File: src/shared/port_params.svh
`ifndef PORT_PARAMS_SVH
`define PORT_PARAMS_SVH
// Function
// - Thirty-six lines: four 8-bit ports and one 4-bit port, each independent.
// - A latch bit of 0 turns the pull-down on, driving the pin low.
// - A latch bit of 1 releases the pull-down; pull-up lines then go high.
// - Reset sets every latch bit so all lines are inputs.
// - A latch takes the internal bus value on its port write strobe.
// - Each port reads back either its latch or the sampled pin level.
// - Ports one to four are quasi-bidirectional with a weak pull-up.
// - Port zero is open drain; active pull-up only while it serves the bus.
// - Any external bus access through port zero (address, read or write) forces its latch to all ones.
// - Port zero drives low address/data, port two high address, on bus use.
// - On bus use port zero latch is forced to ones, port two latch kept.
// - Port one carries timer-2 inputs on bits 0,1 and pulse outputs on 3-7.
// - A written latch value is copied to the pin stage at the next state 0 and reaches the pin one clock later.
// - Pins sample at state 8 for ports zero/one, state 9 for ports two to four.
// - Read-modify-write reads the latch rather than the pin.
`define PORT_COUNT 5
`define PORT_WIDTH 8
`define PORT_FOUR_WIDTH 4
`define LATCH_RESET 8'hff
`define PORT_FOUR_FILL 4'hf
`define STATES_PER_CYCLE 4'hc
`define STATE_LAST 4'hb
`define STATE_SAMPLE_LOW 4'h8
`define STATE_SAMPLE_HIGH 4'h9
`define PORT_SEL_ZERO 3'h0
`define PORT_SEL_ONE 3'h1
`define PORT_SEL_TWO 3'h2
`define PORT_SEL_THREE 3'h3
`define PORT_SEL_FOUR 3'h4
`endif

File: src/shared/port_pkg.sv
package port_pkg;
  typedef logic [7:0] byte_t;
  typedef logic [2:0] port_sel_t;
  typedef enum logic [1:0] {
    BUS_IDLE = 2'b00,
    BUS_ADDR = 2'b01,
    BUS_READ = 2'b10,
    BUS_WRITE = 2'b11
  } bus_phase_e;
  typedef struct packed {
    logic wr;
    logic rd_latch;
    port_sel_t sel;
    byte_t wdata;
  } core_req_s;
  typedef struct packed {
    bus_phase_e phase;
    byte_t addr_lo;
    byte_t addr_hi;
    byte_t wdata;
  } ext_bus_s;
  typedef struct packed {
    logic [4:0] pulse;
  } alt_out_s;
endpackage

File: src/design/quasi_bidir_port_logic.sv
`include "port_params.svh"
module quasi_bidir_port_logic (
  // Clock and reset
  input wire logic clk_i,
  input wire logic rst_i,
  // Core port access
  input wire port_pkg::core_req_s req_i,
  output logic [7:0] rdata_o,
  // External memory bus
  input wire logic external_access_select_i,
  input wire port_pkg::ext_bus_s bus_i,
  output logic [7:0] bus_rdata_o,
  // Alternate functions on port one
  input wire port_pkg::alt_out_s alt_i,
  output logic timer2_count_input_o,
  output logic timer2_aux_input_o,
  // Port zero pins
  input wire logic [7:0] port_zero_i,
  output logic [7:0] port_zero_o,
  output logic [7:0] port_zero_oe_o,
  // Port one to four pins, pull-down enables
  input wire logic [7:0] port_one_i,
  output logic [7:0] port_one_pd_o,
  input wire logic [7:0] port_two_i,
  output logic [7:0] port_two_pd_o,
  input wire logic [7:0] port_three_i,
  output logic [7:0] port_three_pd_o,
  input wire logic [3:0] port_four_i,
  output logic [3:0] port_four_pd_o
);
  import port_pkg::*;
  logic [3:0] state_reg;
  logic stage_en;
  logic sample_lo_en;
  logic sample_hi_en;
  logic bus_active;
  logic bus_read;
  logic [7:0] wr_sel;
  logic [7:0] lat0, lat1, lat2, lat3;
  logic [3:0] lat4;
  logic [7:0] stg0, stg1, stg2, stg3;
  logic [3:0] stg4;
  logic [7:0] smp0, smp1, smp2, smp3;
  logic [3:0] smp4;
  logic [7:0] rdata_next;
  logic [7:0] p1_drive;
  // Machine cycle state counter
  always_ff @(posedge clk_i) begin
    if (rst_i) begin
      state_reg <= 4'h0;
    end else if (state_reg == `STATE_LAST) begin
      state_reg <= 4'h0;
    end else begin
      state_reg <= state_reg + 4'h1;
    end
  end
  assign stage_en = (state_reg == 4'h0);
  assign sample_lo_en = (state_reg == `STATE_SAMPLE_LOW);
  assign sample_hi_en = (state_reg == `STATE_SAMPLE_HIGH);
  assign bus_active = !external_access_select_i && (bus_i.phase != BUS_IDLE);
  assign bus_read = bus_active && (bus_i.phase == BUS_READ);
  // Write strobe decode
  always_comb begin
    wr_sel = 8'h00;
    if (req_i.wr) begin
      wr_sel[req_i.sel] = 1'b1;
    end
  end
  // Port zero, latch forced to ones on bus use
  port_line_group #(.W(8)) u_zero (
    .clk_i(clk_i), .rst_i(rst_i), .wr_i(wr_sel[`PORT_SEL_ZERO]),
    .wdata_i(req_i.wdata), .force_ones_i(bus_active), .stage_en_i(stage_en),
    .sample_en_i(sample_lo_en || bus_read), .pin_i(port_zero_i),
    .latch_o(lat0), .stage_o(stg0), .sample_o(smp0)
  );
  port_line_group #(.W(8)) u_one (
    .clk_i(clk_i), .rst_i(rst_i), .wr_i(wr_sel[`PORT_SEL_ONE]),
    .wdata_i(req_i.wdata), .force_ones_i(1'b0), .stage_en_i(stage_en),
    .sample_en_i(sample_lo_en), .pin_i(port_one_i),
    .latch_o(lat1), .stage_o(stg1), .sample_o(smp1)
  );
  // Port two latch kept during bus use
  port_line_group #(.W(8)) u_two (
    .clk_i(clk_i), .rst_i(rst_i), .wr_i(wr_sel[`PORT_SEL_TWO]),
    .wdata_i(req_i.wdata), .force_ones_i(1'b0), .stage_en_i(stage_en),
    .sample_en_i(sample_hi_en), .pin_i(port_two_i),
    .latch_o(lat2), .stage_o(stg2), .sample_o(smp2)
  );
  port_line_group #(.W(8)) u_three (
    .clk_i(clk_i), .rst_i(rst_i), .wr_i(wr_sel[`PORT_SEL_THREE]),
    .wdata_i(req_i.wdata), .force_ones_i(1'b0), .stage_en_i(stage_en),
    .sample_en_i(sample_hi_en), .pin_i(port_three_i),
    .latch_o(lat3), .stage_o(stg3), .sample_o(smp3)
  );
  port_line_group #(.W(4)) u_four (
    .clk_i(clk_i), .rst_i(rst_i), .wr_i(wr_sel[`PORT_SEL_FOUR]),
    .wdata_i(req_i.wdata[3:0]), .force_ones_i(1'b0), .stage_en_i(stage_en),
    .sample_en_i(sample_hi_en), .pin_i(port_four_i),
    .latch_o(lat4), .stage_o(stg4), .sample_o(smp4)
  );
  always_comb begin
    rdata_next = 8'hff;
    case (req_i.sel)
      `PORT_SEL_ZERO: rdata_next = req_i.rd_latch ? lat0 : smp0;
      `PORT_SEL_ONE: rdata_next = req_i.rd_latch ? lat1 : smp1;
      `PORT_SEL_TWO: rdata_next = req_i.rd_latch ? lat2 : smp2;
      `PORT_SEL_THREE: rdata_next = req_i.rd_latch ? lat3 : smp3;
      `PORT_SEL_FOUR: rdata_next = {`PORT_FOUR_FILL, req_i.rd_latch ? lat4 : smp4};
      default: rdata_next = 8'hff;
    endcase
  end
  always_ff @(posedge clk_i) begin
    if (rst_i) begin
      rdata_o <= 8'hff;
    end else begin
      rdata_o <= rdata_next;
    end
  end
  always_ff @(posedge clk_i) begin
    if (rst_i) begin
      bus_rdata_o <= 8'hff;
    end else if (bus_read) begin
      bus_rdata_o <= smp0;
    end
  end
  assign p1_drive = {stg1[7:3] & alt_i.pulse, stg1[2:0]};
  always_ff @(posedge clk_i) begin
    if (rst_i) begin
      port_one_pd_o <= 8'h00;
      port_three_pd_o <= 8'h00;
      port_four_pd_o <= 4'h0;
    end else begin
      port_one_pd_o <= ~p1_drive;
      port_three_pd_o <= ~stg3;
      port_four_pd_o <= ~stg4;
    end
  end
  always_ff @(posedge clk_i) begin
    if (rst_i) begin
      port_two_pd_o <= 8'h00;
    end else if (bus_active) begin
      port_two_pd_o <= ~bus_i.addr_hi;
    end else begin
      port_two_pd_o <= ~stg2;
    end
  end
  // Port zero open drain or bus drive
  always_ff @(posedge clk_i) begin
    if (rst_i) begin
      port_zero_o <= 8'h00;
      port_zero_oe_o <= 8'h00;
    end else if (bus_active) begin
      port_zero_o <= (bus_i.phase == BUS_ADDR) ? bus_i.addr_lo : bus_i.wdata;
      port_zero_oe_o <= bus_read ? 8'h00 : 8'hff;
    end else begin
      port_zero_o <= 8'h00;
      port_zero_oe_o <= ~stg0;
    end
  end
  always_ff @(posedge clk_i) begin
    if (rst_i) begin
      timer2_count_input_o <= 1'b1;
      timer2_aux_input_o <= 1'b1;
    end else begin
      timer2_count_input_o <= smp1[0];
      timer2_aux_input_o <= smp1[1];
    end
  end
endmodule

File: src/design/port_line_group.sv
`include "port_params.svh"
module port_line_group #(
  parameter int W = 8
) (
  // Clock and reset
  input wire logic clk_i,
  input wire logic rst_i,
  // Core side
  input wire logic wr_i,
  input wire logic [W-1:0] wdata_i,
  input wire logic force_ones_i,
  input wire logic stage_en_i,
  input wire logic sample_en_i,
  // Pin side
  input wire logic [W-1:0] pin_i,
  output logic [W-1:0] latch_o,
  output logic [W-1:0] stage_o,
  output logic [W-1:0] sample_o
);
  logic [W-1:0] latch_reg;
  logic [W-1:0] stage_reg;
  logic [W-1:0] sync1_reg;
  logic [W-1:0] sync2_reg;
  logic [W-1:0] sample_reg;
  always_ff @(posedge clk_i) begin
    if (rst_i) begin
      latch_reg <= '1;
    end else if (force_ones_i) begin
      latch_reg <= '1;
    end else if (wr_i) begin
      latch_reg <= wdata_i;
    end
  end
  always_ff @(posedge clk_i) begin
    if (rst_i) begin
      stage_reg <= '1;
    end else if (stage_en_i) begin
      stage_reg <= latch_reg;
    end
  end
  // Pin synchroniser
  always_ff @(posedge clk_i) begin
    if (rst_i) begin
      sync1_reg <= '1;
      sync2_reg <= '1;
    end else begin
      sync1_reg <= pin_i;
      sync2_reg <= sync1_reg;
    end
  end
  always_ff @(posedge clk_i) begin
    if (rst_i) begin
      sample_reg <= '1;
    end else if (sample_en_i) begin
      sample_reg <= sync2_reg;
    end
  end
  assign latch_o = latch_reg;
  assign stage_o = stage_reg;
  assign sample_o = sample_reg;
endmodule

File: config.mk
export PLATFORM = sky130hd
export DESIGN_NAME = quasi_bidir_port_logic
export DESIGN_NICKNAME = d
export VERILOG_FILES = /design/src/shared/port_pkg.sv /design/src/design/quasi_bidir_port_logic.sv /design/src/design/port_line_group.sv
export VERILOG_INCLUDE_DIRS = /design/src /design/src/shared
export SDC_FILE = /design/constraint.sdc
export NUM_CORES = 1
export LEC_CHECK = 0
export BUFFER_PORTS_ARGS = -buffer_cell sky130_fd_sc_hd__buf_2
export CAP_MARGIN = 30
export CORE_MARGIN = 2
export CORE_UTILIZATION = 55
export DETAILED_ROUTE_END_ITERATION = 16
export GPL_ROUTABILITY_DRIVEN = 0
export PLACE_DENSITY = 0.78
export SLEW_MARGIN = 5
export SYNTH_ARGS = -nofsm -noshare
export SYNTH_HDL_FRONTEND = slang
export SYNTH_HIERARCHICAL = 1
export SYNTH_SLANG_ARGS = --single-unit
File: constraint.sdc
create_clock -name clk_i -period 4.2 [get_ports clk_i]
set_input_delay 0.21 -clock clk_i [delete_from_list [all_inputs] [get_ports clk_i]]
set_output_delay 0.21 -clock clk_i [all_outputs]
set_load 0.005 [all_outputs]
==> results.sh <==
export IMPL_synth_edf_count=0
export IMPL_synth_area_mux_share_pct=8.42
export IMPL_grt_overflow=0
export IMPL_drc=0
export IMPL_synth_area_leaders="dfxtp_1 57%, mux2i_1 8.4%, nor2b_1 6.0%"
export IMPL_vias_per_cell=5.11
export IMPL_cp_end_kind="flip-flop"
export IMPL_yosysTopAreaCell="dfxtp_1"
export IMPL_portBuffers=144
export IMPL_worstPathArrival_ns=2.49
export IMPL_dr_pass1_iters=5
export IMPL_io_pins=145
export IMPL_synth_avg_cell_area_sq_um=11.1
export IMPL_tritoncts="built"
export IMPL_area_growth_pct=25.8
export IMPL_design_die_area_sq_mm=0.0168
export IMPL_numClockSinks=246
export IMPL_final_period_utilization_pct=49.9
export IMPL_ir_drop_mv=0.355
export IMPL_wl_per_cell_um=15.3
export IMPL_track_usage_pct=21.9
export IMPL_grt_first_pass_wirelength_um=29300
export IMPL_netlist_top_cells_count="246 x dfxtp_1, 83 x nor2b_1, 73 x mux2i_1"
export IMPL_synth_simple_area_share_pct=18.0
export IMPL_slew_violations=0
export IMPL_synthCells=781
export IMPL_ant_nets=0
export IMPL_p_leak_nw=4.48
export IMPL_numCtsBuffers=24
export IMPL_hold_class="input pin to flip-flop"
export IMPL_setup_viol=0
export IMPL_final_setup_skew_ns=0.00828
export IMPL_clkLatencyLatePin_ns=0.51
export IMPL_vias=6170
export IMPL_rsz0062_at_grt="false"
export IMPL_slew_headroom_pct=41.2
export IMPL_ys_seq_area_share_pct=56.8
export IMPL_fmax_mhz=477
export IMPL_post_synth_top_count_cell="dfxtp_1"
export IMPL_synth_cell_types=38
export IMPL_synth_xor_area_share_pct=0
export IMPL_max_cap_viol_count=0
export IMPL_synth_top_family_by_area="simple AND/OR/NAND/NOR gates"
export IMPL_first_iter_violations=366
export IMPL_syn_area_sq_mm=0.00868
export IMPL_yosys_warnings=6
export IMPL_fin_nets=1066
export IMPL_yosys_area_share_adder_pct=0.433
export IMPL_hold_viol_final=0
export IMPL_synth_flop_cell="dfxtp_1"
export IMPL_final_setup_tns_ns=0
export IMPL_status="finished, final reports clean"
export IMPL_start_util_pct=56.7
export IMPL_period_minus_slack_ns=2.10
export IMPL_crit_path_max_fanout=17
export IMPL_antenna_found_initial=4
export IMPL_coreArea_sq_mm=0.0153
export IMPL_die_h_um=130
export IMPL_rows=45
export IMPL_critical_path_class="flip-flop to flip-flop"
export IMPL_finalCoreUtilization_pct=71.3
export IMPL_drive_above_1_share_pct=30.8
export IMPL_async_reset_ff_share_pct=0
export IMPL_grt_start_max_net_pins=83
export IMPL_clk_pin_slew_ns=0.06
export IMPL_cts_htree_levels=1
export IMPL_clock_root_buffer="clkbuf_16"
export IMPL_netlist_area_leader_share_pct=56.8
export IMPL_p_per_area_mw_per_mm2=464
export IMPL_drt_wl_total_um=18500
export IMPL_startpoint_type="flip-flop"
export IMPL_worstMarginPinSlew_ns=0.879
export IMPL_synth_seq_cells=246
export IMPL_grt_pass1_vias=6093
export IMPL_die_width_um=130
export IMPL_synth_compound_area_share_pct=12.7
export IMPL_cp_required_ns=4.59
export IMPL_place_hpwl_um=11900
export IMPL_clockBufferDepth=3
[cells in the final DEF, fill, tap and decap left out, drive strengths merged]
cell         synthesis  routed
conb                 1       4
nand2b               5       5
nand2               37      37
a21boi               1       1
o21a                 8       8
clkinvlp             0       1
dlygate4sd3          0      65
a211o               80      80
or3                  1       1
clkinv               0       2
inv                  3       3
nor2                44      44
o21ai                2       2
clkbuf              16      36
mux2i               73      73
o22ai               16      16
o21bai               1       1
and2                13      13
nor3b                2       2
or3b                 3       3
and3b                1       1
a21oi                7       7
nor3                 2       2
ha                   3       3
nor2b               83      83
or2                 76      76
dfxtp              246     246
buf                 32     153
diode                0       1
bufinv               0       2
nand3b               1       1
a211oi               8       8
a22oi                8       8
or4                  8       8
[worst paths after layout]
path / startpoint / end / slack [ns] / cells past startpoint
worst min register to register: u_three/stage_o[1] / port_three_pd_o[1] / 0.40 / 1
worst max-delay path: state_reg[3] / u_zero/sample_o[0] / 2.10 / 5
worst min-delay path: bus_i[3] / port_zero_o[3] / 0.02 / 3
worst max register to register: state_reg[3] / u_zero/sample_o[0] / 2.10 / 5
[report_power, final]
part / total (mW) / internal (mW) / switching [mW]
Combinational: 0.440 / 0.234 / 0.206
Clock: 2.13 / 1.30 / 0.835
Sequential: 2.50 / 2.45 / 0.0459
[critical path, stage by stage, from the launching register on]
cell and delay [ns]:
dfxtp_1 0.35, nor2b_1 0.23, and2_1 0.64, or2_2 0.41, nor2b_1 0.08, a211o_2 0.27
[per-layer routing]
layer  global-route usage, %  share of wire (%)  up-vias
li1                        -                  -     3084
met1                    26.5                 43     2890
met2                    39.4                 49      159
met3                    5.08                5.7       33
met4                    5.50                2.0        4
met5                       0               0.15        -
[kinds of logic (layout without fill, tap and decap cells)]
family | Yosys count | after routing
AO/OA/AOI/OAI | 131 | 131
adder cells (fa/ha/maj) | 3 | 3
buffers and inverters | 51 | 262
flip-flops | 246 | 246
multiplexers | 73 | 73
other | 1 | 5
AND/OR/NAND/NOR | 276 | 276
[through the flow]
stage	std cells	instance area, sq um	hold slack, ns	total power, mW	worst slack [ns]
floorplan	784	8690	0.302	2.81	2.35
global placement	1098	9420	0.386	2.92	2.03
detailed placement	1100	9460	0.391	2.93	2.12
CTS	1206	10900	0.0121	5.10	2.11
global route	1206	10900	0.0242	5.26	1.94
finish	1207	10900	0.0241	5.07	2.10
[layout make-up]
cell class / count / area [sq um]
Antenna cell: 1 / 2.50
Timing Repair Buffer: 218 / 1470
Fill cell: 1109 / 4400
Clock buffer: 36 / 717
Clock inverter: 5 / 81.3
Multi-Input combinational cell: 487 / 3440
Tap cell: 211 / 264
Sequential cell: 246 / 4920
Inverter: 3 / 11.3
[what timing repair did]
| item | CTS | global route |
|---|---|---|
| endpoints found under the hold margin | 58 | 0 |
| setup buffers | 0 | 0 |
| hold buffers | 65 | 0 |
| gates resized for setup | 0 | 0 |
Power figures use the tool's default switching activity.
